## config.mk

```make
export PLATFORM = sky130hd
export DESIGN_NAME = clkg_idle_gate
export DESIGN_NICKNAME = d
export VERILOG_FILES = /design/src/logic/clkg_pkg.sv /design/src/logic/clkg_idle_gate.sv
export SDC_FILE = /design/constraint.sdc
export NUM_CORES = 1
export LEC_CHECK = 0
export BUFFER_PORTS_ARGS = -buffer_cell sky130_fd_sc_hd__buf_4
export CORE_MARGIN = 8
export CORE_UTILIZATION = 50
export CTS_BUF_LIST = sky130_fd_sc_hd__clkbuf_16
export CTS_CLUSTER_DIAMETER = 200
export DETAILED_ROUTE_END_ITERATION = 10
export PLACE_DENSITY = 0.75
export RECOVER_POWER = 100
export SLEW_MARGIN = 20
export SYNTH_ARGS = -nofsm -noshare
export SYNTH_HDL_FRONTEND = slang
export SYNTH_SLANG_ARGS = --single-unit
```

## constraint.sdc

```tcl
create_clock -name i_clk -period 3.4 [get_ports i_clk]
set_clock_uncertainty 0.1 [all_clocks]
set_input_delay 0.68 -clock i_clk [delete_from_list [all_inputs] [get_ports i_clk]]
set_output_delay 0.68 -clock i_clk [all_outputs]
set_load 0.03 [all_outputs]
```

## src/logic/clkg_pkg.sv

```systemverilog
// Constants, types and register map of the idle clock and module gate block
package clkg_pkg;
    localparam int DATA_W = 8;
    localparam int ADDR_W = 8;
    localparam int N_GATE_REGS = 4;
    localparam int MOD_PER_REG = 8;
    localparam int NMOD = N_GATE_REGS * MOD_PER_REG;
    localparam int MOD_IDX_W = $clog2(NMOD);
    localparam int GATE_IDX_W = $clog2(N_GATE_REGS);
    localparam int CNT_W = 12;

    // Register map
    localparam logic [ADDR_W-1:0] ADR_CTRL = 8'h00;
    localparam logic [ADDR_W-1:0] ADR_OSC = 8'h01;
    localparam logic [ADDR_W-1:0] ADR_GATE_BASE = 8'h04;
    localparam logic [ADDR_W-1:0] ADR_IRQ_STAT = 8'h08;
    localparam logic [ADDR_W-1:0] ADR_IRQ_MASK = 8'h09;
    localparam logic [ADDR_W-1:0] ADR_MOD_BASE = 8'h40;

    // Control register fields
    localparam int CTRL_IDLE_BIT = 7;
    localparam int CTRL_SEL_UP_BIT = 1;
    localparam int CTRL_SEL_LO_BIT = 0;
    localparam logic [DATA_W-1:0] CTRL_WMASK = 8'h83;
    localparam logic [DATA_W-1:0] CTRL_RST = 8'h00;

    // Oscillator register fields
    localparam int OSC_FREQ_LSB = 4;
    localparam int FREQ_W = 3;
    localparam int OSC_PRI_RDY_BIT = 3;
    localparam int OSC_STABLE_BIT = 2;
    localparam int OSC_LF_BIT = 0;
    localparam logic [DATA_W-1:0] OSC_WMASK = 8'h71;
    localparam logic [DATA_W-1:0] OSC_RST = 8'h00;

    localparam logic [DATA_W-1:0] GATE_RST = 8'h00;
    localparam logic [DATA_W-1:0] MOD_RST = 8'h00;
    localparam int MOD_EN_BIT = 0;

    // Interrupt status bits
    localparam int IRQ_W = 3;
    localparam int IRQ_WAKE = 0;
    localparam int IRQ_STABLE = 1;
    localparam int IRQ_RESUME = 2;
    localparam logic [IRQ_W-1:0] IRQ_RST = 3'h0;

    // Timing
    localparam int CLK_MHZ = 200;
    localparam int SETTLE_NS = 1000;
    localparam int SWITCH_NS = 200;
    localparam int PRI_START_NS = 5000;
    localparam int SETTLE_CYC = (SETTLE_NS * CLK_MHZ + 999) / 1000;
    localparam int SWITCH_CYC = (SWITCH_NS * CLK_MHZ + 999) / 1000;
    localparam int PRI_START_CYC = (PRI_START_NS * CLK_MHZ + 999) / 1000;

    typedef enum logic [4:0] {
        ST_RUN_PRI = 5'b00001,
        ST_RUN_INT = 5'b00010,
        ST_IDLE = 5'b00100,
        ST_WAKE = 5'b01000,
        ST_SLEEP = 5'b10000
    } clkg_state_t;

    typedef struct packed {
        logic [ADDR_W-1:0] addr;
        logic [DATA_W-1:0] wdata;
        logic wr;
        logic rd;
    } clkg_bus_t;
endpackage

```

## src/logic/clkg_idle_gate.sv

```systemverilog
// Idle clock control, oscillator flags and per-module clock gating
// Contract
// - Idle stops CPU clock, peripherals keep running
// - Internal run plus sleep with idle enters idle
// - Other run: idle, upper select, sleep; lower ignored
// - Switch to internal stops primary, clears ready
// - Oscillator on when frequency or source nonzero
// - Stable flag set after settle interval
// - Peripheral clocks continue while oscillator settles
// - Stable flag survives sleep when already stable
// - All clear: oscillator off, flag clear
// - Wake: CPU resumes after switch delay
// - Wake leaves idle and select bits unchanged
// - Low-power oscillator runs with watchdog or monitor
// - Enable clear stops function, registers stay accessible
// - Gate bit removes all module clocks
// - Gated module registers ignore writes
// - Four gate registers of per-module bits
//
// The address-and-strobe port and the register offsets were decided locally.
`timescale 1ns/10ps
module clkg_idle_gate
    import clkg_pkg::*;
#(
    parameter int P_SETTLE = SETTLE_CYC,
    parameter int P_SWITCH = SWITCH_CYC,
    parameter int P_PRI_START = PRI_START_CYC
) (
    // Clock and reset
    input wire logic i_clk,
    input wire logic i_srst,
    // Register port
    input wire clkg_bus_t i_bus,
    output logic [DATA_W-1:0] o_rdata,
    // CPU and system events
    input wire logic i_sleep_exec,
    input wire logic i_wake_evt,
    input wire logic i_wdt_en,
    input wire logic i_fscm_en,
    // Clock control
    output logic o_cpu_clk_en,
    output logic o_periph_clk_en,
    output logic o_clk_src_int,
    output logic o_pri_osc_en,
    output logic o_int_osc_en,
    output logic [FREQ_W-1:0] o_int_freq_sel,
    output logic o_lposc_run,
    // Modules
    output logic [NMOD-1:0] o_mod_clk_en,
    output logic [NMOD-1:0] o_mod_func_en,
    // Interrupt
    output logic o_irq
);

    logic [DATA_W-1:0] ctrl_reg;
    logic [DATA_W-1:0] osc_reg;
    logic [DATA_W-1:0] irq_mask_reg;
    logic [DATA_W-1:0] gate_reg [N_GATE_REGS];
    logic [DATA_W-1:0] mod_reg [NMOD];
    logic [IRQ_W-1:0] irq_stat_reg;
    logic [IRQ_W-1:0] irq_evt;
    clkg_state_t state_reg;
    clkg_state_t state_next;
    logic [CNT_W-1:0] settle_cnt_reg;
    logic [CNT_W-1:0] switch_cnt_reg;
    logic [CNT_W-1:0] pri_cnt_reg;
    logic stable_reg;
    logic pri_rdy_reg;
    logic wake_m_reg;
    logic wake_s_reg;
    logic [DATA_W-1:0] rdata_next;
    logic [NMOD-1:0] gate_vec;
    logic idle_en;
    logic sel_up;
    logic gate_hit;
    logic mod_hit;
    logic mod_gated;
    logic [GATE_IDX_W-1:0] gate_idx;
    logic [MOD_IDX_W-1:0] mod_idx;
    logic [ADDR_W-1:0] gate_off;
    logic [ADDR_W-1:0] mod_off;
    logic settle_done;
    logic switch_done;
    logic pri_done;

    assign idle_en = ctrl_reg[CTRL_IDLE_BIT];
    // Lower select bit is stored but steers nothing
    assign sel_up = ctrl_reg[CTRL_SEL_UP_BIT];

    // Address decode
    assign gate_off = i_bus.addr - ADR_GATE_BASE;
    assign mod_off = i_bus.addr - ADR_MOD_BASE;
    assign gate_hit = (i_bus.addr >= ADR_GATE_BASE) && (gate_off < ADDR_W'(N_GATE_REGS));
    assign mod_hit = (i_bus.addr >= ADR_MOD_BASE) && (mod_off < ADDR_W'(NMOD));
    assign gate_idx = gate_off[GATE_IDX_W-1:0];
    assign mod_idx = mod_off[MOD_IDX_W-1:0];
    assign mod_gated = gate_vec[mod_idx];

    // Wake comes from a pin
    always_ff @(posedge i_clk) begin
        if (i_srst) begin
            wake_m_reg <= 1'b0;
            wake_s_reg <= 1'b0;
        end else begin
            wake_m_reg <= i_wake_evt;
            wake_s_reg <= wake_m_reg;
        end
    end

    // Control register; wake never touches it
    always_ff @(posedge i_clk) begin
        if (i_srst) begin
            ctrl_reg <= CTRL_RST;
        end else if (i_bus.wr && i_bus.addr == ADR_CTRL) begin
            ctrl_reg <= i_bus.wdata & CTRL_WMASK;
        end
    end

    always_ff @(posedge i_clk) begin
        if (i_srst) begin
            osc_reg <= OSC_RST;
        end else if (i_bus.wr && i_bus.addr == ADR_OSC) begin
            osc_reg <= i_bus.wdata & OSC_WMASK;
        end
    end

    // Gate registers
    always_ff @(posedge i_clk) begin
        if (i_srst) begin
            for (int g = 0; g < N_GATE_REGS; g++) begin
                gate_reg[g] <= GATE_RST;
            end
        end else if (i_bus.wr && gate_hit) begin
            gate_reg[gate_idx] <= i_bus.wdata;
        end
    end

    // Module control registers, locked while gated
    always_ff @(posedge i_clk) begin
        if (i_srst) begin
            for (int m = 0; m < NMOD; m++) begin
                mod_reg[m] <= MOD_RST;
            end
        end else if (i_bus.wr && mod_hit && !mod_gated) begin
            mod_reg[mod_idx] <= i_bus.wdata;
        end
    end

    // Per-module clock and function enables
    genvar gi;
    generate
        for (gi = 0; gi < NMOD; gi++) begin : g_mod
            assign gate_vec[gi] = gate_reg[gi / MOD_PER_REG][gi % MOD_PER_REG];
            assign o_mod_clk_en[gi] = o_periph_clk_en && !gate_vec[gi];
            assign o_mod_func_en[gi] = mod_reg[gi][MOD_EN_BIT] && !gate_vec[gi];
        end
    endgenerate

    // Internal oscillator and multiplexer
    assign o_int_freq_sel = osc_reg[OSC_FREQ_LSB +: FREQ_W];
    assign o_int_osc_en = (o_int_freq_sel != '0) || osc_reg[OSC_LF_BIT];
    assign o_clk_src_int = sel_up;
    assign o_lposc_run = i_wdt_en || i_fscm_en;
    assign settle_done = settle_cnt_reg == CNT_W'(P_SETTLE - 1);

    // Settle timer; sleep does not reset it, so a stable flag survives
    always_ff @(posedge i_clk) begin
        if (i_srst || !o_int_osc_en) begin
            settle_cnt_reg <= '0;
            stable_reg <= 1'b0;
        end else if (!stable_reg) begin
            if (settle_done) begin
                stable_reg <= 1'b1;
            end else begin
                settle_cnt_reg <= settle_cnt_reg + CNT_W'(1);
            end
        end
    end

    // Primary oscillator stops once the internal mux is chosen
    assign o_pri_osc_en = !sel_up && state_reg != ST_SLEEP;
    assign pri_done = pri_cnt_reg == CNT_W'(P_PRI_START - 1);

    always_ff @(posedge i_clk) begin
        if (i_srst || !o_pri_osc_en) begin
            pri_cnt_reg <= '0;
            pri_rdy_reg <= 1'b0;
        end else if (!pri_rdy_reg) begin
            if (pri_done) begin
                pri_rdy_reg <= 1'b1;
            end else begin
                pri_cnt_reg <= pri_cnt_reg + CNT_W'(1);
            end
        end
    end

    // Power state machine
    assign switch_done = switch_cnt_reg == CNT_W'(P_SWITCH - 1);

    always_comb begin
        state_next = state_reg;
        case (state_reg)
            ST_RUN_PRI: begin
                if (i_sleep_exec) begin
                    state_next = idle_en ? ST_IDLE : ST_SLEEP;
                end else if (sel_up) begin
                    state_next = ST_RUN_INT;
                end
            end
            ST_RUN_INT: begin
                if (i_sleep_exec) begin
                    state_next = idle_en ? ST_IDLE : ST_SLEEP;
                end else if (!sel_up) begin
                    state_next = ST_RUN_PRI;
                end
            end
            ST_IDLE, ST_SLEEP: begin
                if (wake_s_reg) begin
                    state_next = ST_WAKE;
                end
            end
            ST_WAKE: begin
                if (switch_done) begin
                    state_next = sel_up ? ST_RUN_INT : ST_RUN_PRI;
                end
            end
            default: begin
                state_next = ST_RUN_PRI;
            end
        endcase
    end

    always_ff @(posedge i_clk) begin
        if (i_srst) begin
            state_reg <= ST_RUN_PRI;
        end else begin
            state_reg <= state_next;
        end
    end

    // Switch delay counter
    always_ff @(posedge i_clk) begin
        if (i_srst || state_reg != ST_WAKE) begin
            switch_cnt_reg <= '0;
        end else if (!switch_done) begin
            switch_cnt_reg <= switch_cnt_reg + CNT_W'(1);
        end
    end

    // Peripherals stay clocked while settling, in idle and during wake
    assign o_cpu_clk_en = state_reg == ST_RUN_PRI || state_reg == ST_RUN_INT;
    assign o_periph_clk_en = state_reg != ST_SLEEP;

    // Interrupt status; set wins over read clear
    assign irq_evt[IRQ_WAKE] = (state_reg == ST_IDLE || state_reg == ST_SLEEP) && wake_s_reg;
    assign irq_evt[IRQ_STABLE] = o_int_osc_en && !stable_reg && settle_done;
    assign irq_evt[IRQ_RESUME] = state_reg == ST_WAKE && switch_done;

    always_ff @(posedge i_clk) begin
        if (i_srst) begin
            irq_stat_reg <= IRQ_RST;
        end else if (i_bus.rd && i_bus.addr == ADR_IRQ_STAT) begin
            irq_stat_reg <= irq_evt;
        end else begin
            irq_stat_reg <= irq_stat_reg | irq_evt;
        end
    end

    always_ff @(posedge i_clk) begin
        if (i_srst) begin
            irq_mask_reg <= '0;
        end else if (i_bus.wr && i_bus.addr == ADR_IRQ_MASK) begin
            irq_mask_reg <= i_bus.wdata;
        end
    end

    assign o_irq = |(irq_stat_reg & irq_mask_reg[IRQ_W-1:0]);

    // Read mux
    always_comb begin
        rdata_next = '0;
        if (i_bus.addr == ADR_CTRL) begin
            rdata_next = ctrl_reg;
        end else if (i_bus.addr == ADR_OSC) begin
            rdata_next = osc_reg;
            rdata_next[OSC_STABLE_BIT] = stable_reg;
            rdata_next[OSC_PRI_RDY_BIT] = pri_rdy_reg;
        end else if (gate_hit) begin
            rdata_next = gate_reg[gate_idx];
        end else if (i_bus.addr == ADR_IRQ_STAT) begin
            rdata_next = DATA_W'(irq_stat_reg);
        end else if (i_bus.addr == ADR_IRQ_MASK) begin
            rdata_next = irq_mask_reg;
        end else if (mod_hit && !mod_gated) begin
            rdata_next = mod_reg[mod_idx];
        end
    end

    // Data only in the cycle after the read
    always_ff @(posedge i_clk) begin
        if (i_srst || !i_bus.rd) begin
            o_rdata <= '0;
        end else begin
            o_rdata <= rdata_next;
        end
    end

    a_idle_clocks: assert property (@(posedge i_clk) disable iff (i_srst)
        state_reg == ST_IDLE |-> !o_cpu_clk_en && o_periph_clk_en)
        else $error("idle clocks wrong");

    a_int_idle_entry: assert property (@(posedge i_clk) disable iff (i_srst)
        state_reg == ST_RUN_INT && i_sleep_exec && idle_en |=> state_reg == ST_IDLE)
        else $error("idle not entered");

    a_pri_idle_entry: assert property (@(posedge i_clk) disable iff (i_srst)
        state_reg == ST_RUN_PRI && i_sleep_exec && idle_en |=> state_reg == ST_IDLE && !o_cpu_clk_en)
        else $error("idle from primary run failed");

    a_pri_shutdown: assert property (@(posedge i_clk) disable iff (i_srst)
        sel_up |-> !o_pri_osc_en ##1 !pri_rdy_reg)
        else $error("primary not stopped");

    a_settle_time: assert property (@(posedge i_clk) disable iff (i_srst)
        $rose(stable_reg) |-> $past(settle_cnt_reg) == CNT_W'(P_SETTLE - 1) && $past(o_int_osc_en))
        else $error("stable flag early");

    a_settle_periph: assert property (@(posedge i_clk) disable iff (i_srst)
        o_int_osc_en && !stable_reg && state_reg != ST_SLEEP |-> o_periph_clk_en)
        else $error("peripheral clock lost while settling");

    a_stable_kept: assert property (@(posedge i_clk) disable iff (i_srst)
        stable_reg && i_sleep_exec && !(i_bus.wr && i_bus.addr == ADR_OSC) |=> stable_reg)
        else $error("stable flag lost at sleep");

    a_osc_off_flag: assert property (@(posedge i_clk) disable iff (i_srst)
        !o_int_osc_en && !$past(o_int_osc_en) |-> !stable_reg)
        else $error("stable flag without oscillator");

    a_wake_delay: assert property (@(posedge i_clk) disable iff (i_srst)
        $fell(state_reg == ST_WAKE) |-> $past(switch_cnt_reg) == CNT_W'(P_SWITCH - 1) && o_cpu_clk_en)
        else $error("resume delay wrong");

    a_wake_ctrl: assert property (@(posedge i_clk) disable iff (i_srst)
        irq_evt[IRQ_WAKE] && !i_bus.wr |=> $stable(ctrl_reg))
        else $error("wake changed control");

    a_lposc_run: assert property (@(posedge i_clk) disable iff (i_srst)
        (i_wdt_en || i_fscm_en) |-> o_lposc_run)
        else $error("low-power oscillator stopped");

    a_gate_write: assert property (@(posedge i_clk) disable iff (i_srst)
        i_bus.wr && mod_hit && mod_gated |=> mod_reg[$past(mod_idx)] == $past(mod_reg[mod_idx]))
        else $error("gated module written");

    a_gate_read: assert property (@(posedge i_clk) disable iff (i_srst)
        i_bus.rd && mod_hit && mod_gated |=> o_rdata == '0)
        else $error("gated module read data");

    a_open_write: assert property (@(posedge i_clk) disable iff (i_srst)
        i_bus.wr && mod_hit && !mod_gated |=> mod_reg[$past(mod_idx)] == $past(i_bus.wdata))
        else $error("enabled-off module not writable");

    a_gate_clocks: assert property (@(posedge i_clk) disable iff (i_srst)
        (o_mod_clk_en & gate_vec) == '0 && (o_mod_func_en & gate_vec) == '0)
        else $error("gated module still clocked");

endmodule

```

==> results.json, run 1 <==
{
  "mostFrequentLayoutCells": "332 x nor2_1, 288 x edfxtp_1, 157 x nand2_1, 127 x clkbuf_1, 80 x mux2i_1",
  "routed_wl_um": 49090,
  "vias": 12880,
  "critPathCaptureType": "flip-flop",
  "worstHoldPathType": "input port to flip-flop",
  "hold_viol": 0,
  "final_common_cell": "nor2_1",
  "dr.pass1.iters": 6,
  "drive_above_1_share_pct": 9.598,
  "die_h_um": 201.7,
  "synthFlopType": "edfxtp_1",
  "layout_min_cycle_time_ps": 2957,
  "syn_to_final_growth_pct": 11.56,
  "route.detailed.drc": 0,
  "critPathLaunchType": "input port",
  "post-dp-hpwl_um": 34070,
  "num_io_pins": 106,
  "grt_pass1_vias": 12480,
  "synth_edf_count": 288,
  "ys_ff_latch": 359,
  "first_iter_violations": 1599,
  "cp.required_ps": 3670,
  "setup_viol": 0,
  "clk_pin_slew_ps": 60,
  "place_inst": 2055,
  "detail_route.wl_per_cell_um": 23.13,
  "ctsHtreeMaxLevel": 2,
  "clock.fmax_ghz": 0.3382,
  "die_area_um2": 40680,
  "via_per_inst": 6.068,
  "arrival_ps": 3230,
  "ys_warn_count": 0,
  "drv_cap": 0,
  "n_antenna_cell": 0,
  "grtUsageTotal_pct": 23.40,
  "worstSetupPathType": "input port to flip-flop",
  "total_power_mw": 9.590,
  "syn_nets": 1558,
  "vdd_drop_max_mv": 0.2924,
  "grt_pass1_wl_um": 74020,
  "grt-ovfl-total": 0,
  "portBuffers": 105,
  "powerDensity_nw_per_um2": 498.5,
  "relSlewSlack_pct": 12.82,
  "post-cts-setup-buffers": 0,
  "largest_reg_flops": 256,
  "period_share_pct": 86.96,
  "rsz0062_at_grt": "false",
  "drv_slew": 0,
  "hold_buffers": 0,
  "antenna_found_initial": 0,
  "start_util_pct": 50.29,
  "root_buffer": "clkbuf_16",
  "worst_pin_slew_ps": 1308,
  "synth_cell_types": 66,
  "grt_start_max_net_pins": 57,
  "drtAntennaViolNets": 0,
  "gp_congestion": 0.9832,
  "leakagePower_nw": 6.878,
  "syn_area_per_cell_um2": 11.26,
  "instances_no_fill": 2122,
  "cts_resized": 0,
  "syn_area_um2": 17240,
  "ctsLongestPathBuffers": 3,
  "fin_util_pct": 56.10,
  "outcome": "finished, final reports clean",
  "cts_tree": "done",
  "postSynthCellCount": 1531,
  "fillCellCount": 2922,
  "fin_nets": 1666,
  "yosysSeqAreaShare_pct": 58.40,
  "die_w_um": 201.7,
  "fp.coreArea_um2": 34290,
  "tns_ps": 0,
  "worstPathMaxFanout": 25,
  "num_rows": 68,
  "clk_latency_ps": 530,
  "numClockSinks": 359,
  "cts_buffers": 37,
  "async_flop_share_pct": 0
}
-- layer usage --
metal / wire length [um] / track usage (%)
met5: 0 / 0
met1: 18700 / 31.26
met2: 22540 / 37.02
met3: 5984 / 5.098
met4: 1863 / 9.001
-- synth_stat cells, types with 6 or more instances --
cell      count  area share [%]
nor2_1      332             7.2
edfxtp_1    288              50
nand2_1     157             3.4
mux2i_1      80             4.6
dfxtp_1      71             8.2
clkbuf_1     56             1.2
and2_1       47             1.7
nor2b_1      47             1.7
a21oi_1      43             1.2
o21ai_0      42             1.2
and3_1       41             1.5
mux4_2       41             5.4
buf_2        32            0.93
nand3_1      23            0.67
xor2_1       21             1.1
a22oi_1      20            0.87
nor3_1       17            0.49
o22ai_1      14            0.51
nor4_1       12            0.44
buf_4        11            0.48
xnor2_1      11            0.56
inv_1         8            0.17
nand2b_1      8            0.29
nand4_1       8            0.29
o21ai_1       6            0.17
or2_2         6            0.22
-- final timing paths --
kind / startpoint / end / slack [ps] / cells after the start
setup / recovery: i_bus[14] / mod_reg[0][6] / 440 / 7
hold / removal: i_wake_evt / wake_m_reg / 300 / 2
setup reg to reg: gate_reg[0][6] / mod_reg[0][6] / 480 / 7
hold reg to reg: wake_m_reg / wake_s_reg / 360 / 1
-- power breakdown --
| group | internal (mW) | total, mW | leakage [nW] | switching (mW) |
|---|---|---|---|---|
| clock | 2.08 | 3.75 | 0.591 | 1.67 |
| combinational | 0.275 | 0.903 | 2.66 | 0.628 |
| sequential | 4.84 | 4.94 | 3.63 | 0.0915 |
| total | 7.20 | 9.59 | 6.88 | 2.39 |
-- critical path, stage by stage --
cell and delay [ps]:
clkbuf_1 530, nor2b_1 260, o21ai_0 200, and3b_1 300
nand3_1 670, buf_12 440, nor2_1 130
-- cell families after synthesis --
family          synth area share, %
fa+ha+maj                    0.2177
compound gates                5.849
mux                           10.96
xor+xnor                      1.625
simple gates                  19.02
buf+inv                       3.933
flops                         58.40
-- per-stage QoR --
step | hold WS [ps] | instance area [um2] | setup slack (ps)
detailed placement | 324.6 | 18660 | 329.3
CTS | 285.0 | 19780 | 732.6
finish | 295.0 | 19240 | 443.4
floorplan | 313.8 | 17240 | 355.0
global route | 291.5 | 19240 | 354.9
global placement | 347.3 | 18660 | 358.6
-- cell type report --
| type | instances | area, um2 | share of cell area (%) |
|---|---|---|---|
| inverters | 8 | 30.03 | 0.1561 |
| clock buffers | 39 | 975.9 | 5.074 |
| well taps | 455 | 569.3 | 2.960 |
| clock inverters | 28 | 142.6 | 0.7415 |
| multi-input cells | 1048 | 6495 | 33.76 |
| flip-flops and latches | 359 | 10070 | 52.35 |
| repair buffers | 185 | 953.4 | 4.956 |
Note: power is estimated with default switching activity, not from simulation.
==> run 2: changes to the inputs <==
ABC_AREA = 1   (was default)
PLACE_DENSITY = 0.68   (was 0.75)
==> results.json, run 2 <==
{
  "hold_viol": 0,
  "tns_ps": 0,
  "clockPowerShare_pct": 41.5,
  "synth_cell_types": 38,
  "relSlewSlack_pct": 44.41,
  "routed_wl_um": 51200,
  "cts_resized": 0,
  "syn_area_per_cell_um2": 8.889,
  "drive_above_1_share_pct": 8.391,
  "clock.fmax_ghz": 0.3270,
  "rsz0062_at_grt": "false",
  "cts_tree": "done",
  "yosysSeqAreaShare_pct": 60.94,
  "outcome": "finished, final reports clean",
  "fillCellCount": 2955,
  "p_int_mw": 7.725,
  "vdd_drop_max_mv": 0.3386,
  "worstSetupPathType": "flip-flop to output port",
  "via_per_inst": 5.635,
  "leakagePower_nw": 7.606,
  "die_w_um": 197.8,
  "powerDensity_nw_per_um2": 536.7,
  "cts_buffers": 38,
  "drv_slew": 0,
  "n_antenna_cell": 0,
  "die_area_um2": 39120,
  "hold-worst-slack_ps": 263.6,
  "route.detailed.drc": 0,
  "synth_edf_count": 288,
  "grt_pass1_wl_um": 77020,
  "worstPathMaxFanout": 13,
  "clk_pin_slew_ps": 60,
  "ys_ff_latch": 359,
  "grt-ovfl-total": 0,
  "setup_viol": 0,
  "first_iter_violations": 1866,
  "async_flop_share_pct": 0,
  "largest_reg_flops": 256,
  "synth_common_cells": "485 x nor2_1, 373 x nand2_1, 288 x edfxtp_1",
  "ctsLongestPathBuffers": 3,
  "switching_share_pct": 24.76,
  "yosysMostFrequentCell": "nor2_1",
  "ctsHtreeMaxLevel": 2,
  "post-dp-hpwl_um": 36650,
  "final_common_cell": "nor2_1",
  "comb_power_share_pct": 9.5,
  "p_switching_mw": 2.542,
  "synthFlopType": "edfxtp_1",
  "antenna_found_initial": 1,
  "numClockSinks": 359,
  "start_util_pct": 50.79,
  "dr.pass1.iters": 8,
  "critPathLaunchType": "flip-flop",
  "drtAntennaViolNets": 0,
  "portBuffers": 105,
  "vias": 13980,
  "yosysTopAreaCellShare_pct": 52.34,
  "syn_to_final_growth_pct": 15.76,
  "period_share_pct": 89.94,
  "mostFrequentLayoutCells": "488 x nor2_1, 372 x nand2_1, 288 x edfxtp_1, 179 x inv_1, 109 x clkbuf_1",
  "critPathCaptureType": "output port",
  "grtUsageTotal_pct": 25.68,
  "drv_cap": 0,
  "post-cts-setup-buffers": 0,
  "syn_area_um2": 16520,
  "arrival_ps": 2280,
  "worstHoldPathType": "input port to flip-flop",
  "gp_congestion": 0.9678,
  "fin_nets": 2036,
  "postSynthCellCount": 1859,
  "layout_min_cycle_time_ps": 3058,
  "syn_nets": 1886,
  "fp.coreArea_um2": 32540,
  "worst_pin_slew_ps": 828.7,
  "hold_buffers": 0,
  "die_h_um": 197.8,
  "synth.area.top_cells": "edfxtp_1 52%, nor2_1 11%, dfxtp_1 8.6%",
  "ys_warn_count": 0,
  "power_frac_seq_pct": 49.0,
  "clk_latency_ps": 540,
  "detail_route.wl_per_cell_um": 20.65,
  "grt_pass1_vias": 13280,
  "num_io_pins": 106,
  "cp.required_ps": 2620,
  "num_rows": 66,
  "root_buffer": "clkbuf_16",
  "grt_start_max_net_pins": 69,
  "synth_top_cell_by_area": "edfxtp_1"
}
## run 2: changes by cell type in the layout (fill, tap and decap cells not counted), sizes merged, moves of 21 or more
cell / before / now
nor2: 333 / 490
o21ai: 48 / 76
o22ai: 14 / 90
inv: 21 / 180
and3: 41 / 1
and2: 47 / 0
nor2b: 47 / 0
mux2i: 80 / 0
buf: 54 / 83
nand2: 157 / 374
clkbuf: 170 / 149
mux4: 46 / 0
## run 2: final timing paths
kind                                    endpoint  cells past startpoint  slack [ps]      startpoint
worst max-delay path            o_mod_clk_en[12]                      8         340    state_reg[1]
worst min register to register        wake_s_reg                      2         300      wake_m_reg
worst min-delay path                  wake_m_reg                      3         260      i_wake_evt
worst max register to register    mod_reg[15][6]                     14         610  gate_reg[1][7]
## run 2: worst max-delay path, stage by stage (launching register included)
cell,delay [ps]
dfxtp_1,340
inv_1,60
nand2_1,60
inv_1,60
nand3_1,90
clkbuf_1,590
nand2_1,120
inv_1,90
clkbuf_1,320
## run 2: power by group through the flow
stage / Combinational (mW) / Clock, mW / Sequential [mW]
floorplan: 0.602 / 0 / 5.06
CTS: 1.01 / 4.30 / 5.03
global route: 1.05 / 4.47 / 5.04
detailed placement: 1.01 / 0 / 5.12
global placement: 0.996 / 0 / 5.12
finish: 0.977 / 4.26 / 5.03
## run 2: layer usage
layer / GRT usage (%) / vias up / wire (um)
li1: - / 6451 / -
met1: 33.34 / 6469 / 19300
met2: 40.35 / 896 / 23190
met3: 5.416 / 158 / 6048
met4: 13.11 / 2 / 2648
met5: 0 / - / 13
## run 2: kinds of logic (layout without fill, tap and decap cells)
logic type,after synthesis,after routing,synth area share [%]
compound gates,243,243,8.374
xor+xnor,12,12,0.6361
fa+ha+maj,3,3,0.2272
buf+inv,270,449,6.292
flops,359,359,60.94
simple gates,972,972,23.53
## run 2: area by class of cell
type	instances	area [um2]	share of cell area, %
inverter	187	701.9	3.669
timing repair buffer	193	1115	5.828
sequential	359	10070	52.64
clock inverter	30	309.0	1.616
clock buffer	39	975.9	5.102
tap	442	553.0	2.891
multi-input combinational	1230	5405	28.26
## run 2: per-stage QoR
| stage | cell area [um2] | worst slack (ps) | utilization, % | instances | total power [mW] |
|---|---|---|---|---|---|
| after global placement | 18270 | 264.7 | 56.16 | 2411 | 6.111 |
| after floorplan | 16520 | 452.2 | - | 1859 | 5.667 |
| final | 19130 | 342.1 | 58.79 | 2480 | 10.27 |
| after global routing | 19130 | 204.7 | 58.79 | 2480 | 10.56 |
| after CTS | 19560 | 595.4 | 60.11 | 2480 | 10.34 |
| after detailed placement | 18270 | 218.1 | 56.16 | 2411 | 6.126 |
==> run 3: changes to the inputs <==
CORE_MARGIN = 2   (was 8)
==> results.json, run 3 (synthesized netlist as in run 2, its figures left out) <==
{
  "cts_tree": "done",
  "die_area_um2": 34520,
  "grtUsageTotal_pct": 29.16,
  "grt_start_max_net_pins": 69,
  "fp.coreArea_um2": 32540,
  "antenna_found_initial": 0,
  "drv_slew": 0,
  "num_rows": 66,
  "first_iter_violations": 1665,
  "dr.pass1.iters": 7,
  "crit_slowest_cell": "clkbuf_2",
  "route.detailed.drc": 0,
  "post-dp-hpwl_um": 35120,
  "cp_cell_sequence": "clkbuf_1, inv_1, clkbuf_1, nand2_2, clkbuf_2, o22ai_1, o21ai_0, nand4_1, nand2_1, nand2_1, o211ai_1, nand2_1, inv_1",
  "clk_latency_ps": 530,
  "cpPeakStageDelay_ps": 510,
  "portBuffers": 105,
  "period_share_pct": 91.30,
  "final_common_cell": "nor2_1",
  "num_io_pins": 106,
  "worstSetupPathType": "input port to flip-flop",
  "arrival_ps": 3480,
  "critical_path.top_delay_family": "buffers and inverters",
  "start_util_pct": 50.79,
  "detail_route.wl_per_cell_um": 20.15,
  "n_antenna_cell": 0,
  "fin_util_pct": 58.34,
  "hold_viol": 0,
  "cts_buffers": 39,
  "drtAntennaViolNets": 0,
  "powerDensity_nw_per_um2": 517.5,
  "syn_to_final_growth_pct": 14.86,
  "die_h_um": 185.8,
  "setup_viol": 0,
  "ctsLongestPathBuffers": 3,
  "vias": 13840,
  "via_per_inst": 5.581,
  "fillCellCount": 2954,
  "min_path_cells": 3,
  "worstHoldPathType": "input port to flip-flop",
  "drv_cap": 0,
  "r2r_cells": 14,
  "hold-worst-slack_ps": 256.1,
  "clock.fmax_ghz": 0.3222,
  "numClockSinks": 359,
  "leakagePower_nw": 7.531,
  "die_w_um": 185.8,
  "worst_pin_slew_ps": 1048,
  "routed_wl_um": 49950,
  "cp_num_buf_inv": 5,
  "relSlewSlack_pct": 29.69,
  "grt-ovfl-total": 0,
  "critPathLaunchType": "input port",
  "fin_nets": 2036,
  "post-cts-setup-buffers": 0,
  "post-place-ws_ps": 141.5,
  "mostFrequentLayoutCells": "488 x nor2_1, 371 x nand2_1, 288 x edfxtp_1, 186 x inv_1, 118 x clkbuf_1",
  "layout_min_cycle_time_ps": 3104,
  "hold_buffers": 0,
  "clk_pin_slew_ps": 60,
  "tns_ps": 0,
  "crit_cells": 13,
  "cp.required_ps": 3770,
  "root_buffer": "clkbuf_16",
  "worstPathMaxFanout": 23,
  "ctsHtreeMaxLevel": 2,
  "grt_pass1_vias": 13140,
  "grt_pass1_wl_um": 75140,
  "gp_congestion": 0.9451,
  "critPathCaptureType": "flip-flop",
  "largest_reg_flops": 256,
  "outcome": "finished, final reports clean",
  "crit_top_cell": "nand2_1",
  "rsz0062_at_grt": "false",
  "multi_input_area_um2": 5403,
  "regArea_um2": 10070,
  "worst_slack_ps": 295.9,
  "drive_above_1_share_pct": 7.462,
  "vdd_drop_max_mv": 0.4055,
  "cts_resized": 0
}
[run 3: cell type report]
cell class                      count  area share, %
Sequential cell                   359          53.05
Multi-Input combinational cell   1230          28.46
Timing Repair Buffer              192          5.840
Clock buffer                       39          5.142
Inverter                          187          3.698
Tap cell                          442          2.914
Clock inverter                     30         0.8899
[run 3: final timing paths]
kind | startpoint | end | slack, ps
worst max-delay path | i_bus[10] | o_rdata[4] | 300
worst min-delay path | i_wake_evt | wake_m_reg | 260
worst max register to register | gate_reg[3][6] | mod_reg[6][3] | 520
worst min register to register | wake_m_reg | wake_s_reg | 310
[run 3: routing by layer]
metal  vias up  track usage (%)  wire [um]
met1      6454            38.15      19100
li1       6449                -          -
met3       133            6.046       5545
met4         0            11.40       2004
met5         -                0          0
met2       800            47.73      23300
[run 3: report_power, final]
group          leakage (nW)  switching (mW)  internal (mW)
logic                  3.62           0.716          0.258
clock network         0.605            1.67           2.15
registers              3.31           0.103           4.93
total                  7.53            2.49           7.34
[run 3: through the flow]
stage	instance area [um2]	power, mW	cells
after detailed placement	18300	6.121	2410
after global routing	18980	10.12	2479
after CTS	19450	9.889	2479
after floorplan	16520	5.667	1859
after global placement	18300	6.103	2410
final	18980	9.823	2479
[run 3: worst register-to-register path: stages, from the launching register on]
cell      delay, ps
edfxtp_1        430
inv_1           150
nand2_1          70
nand3_1          80
nand2_1          60
nand2_1          50
nand2_1          70
o21ai_0         180
nand2_1         110
nor2_4          100
nand2_1         190
nor2_1          190
clkbuf_1        300
nand2_1         160
nand2_1         300
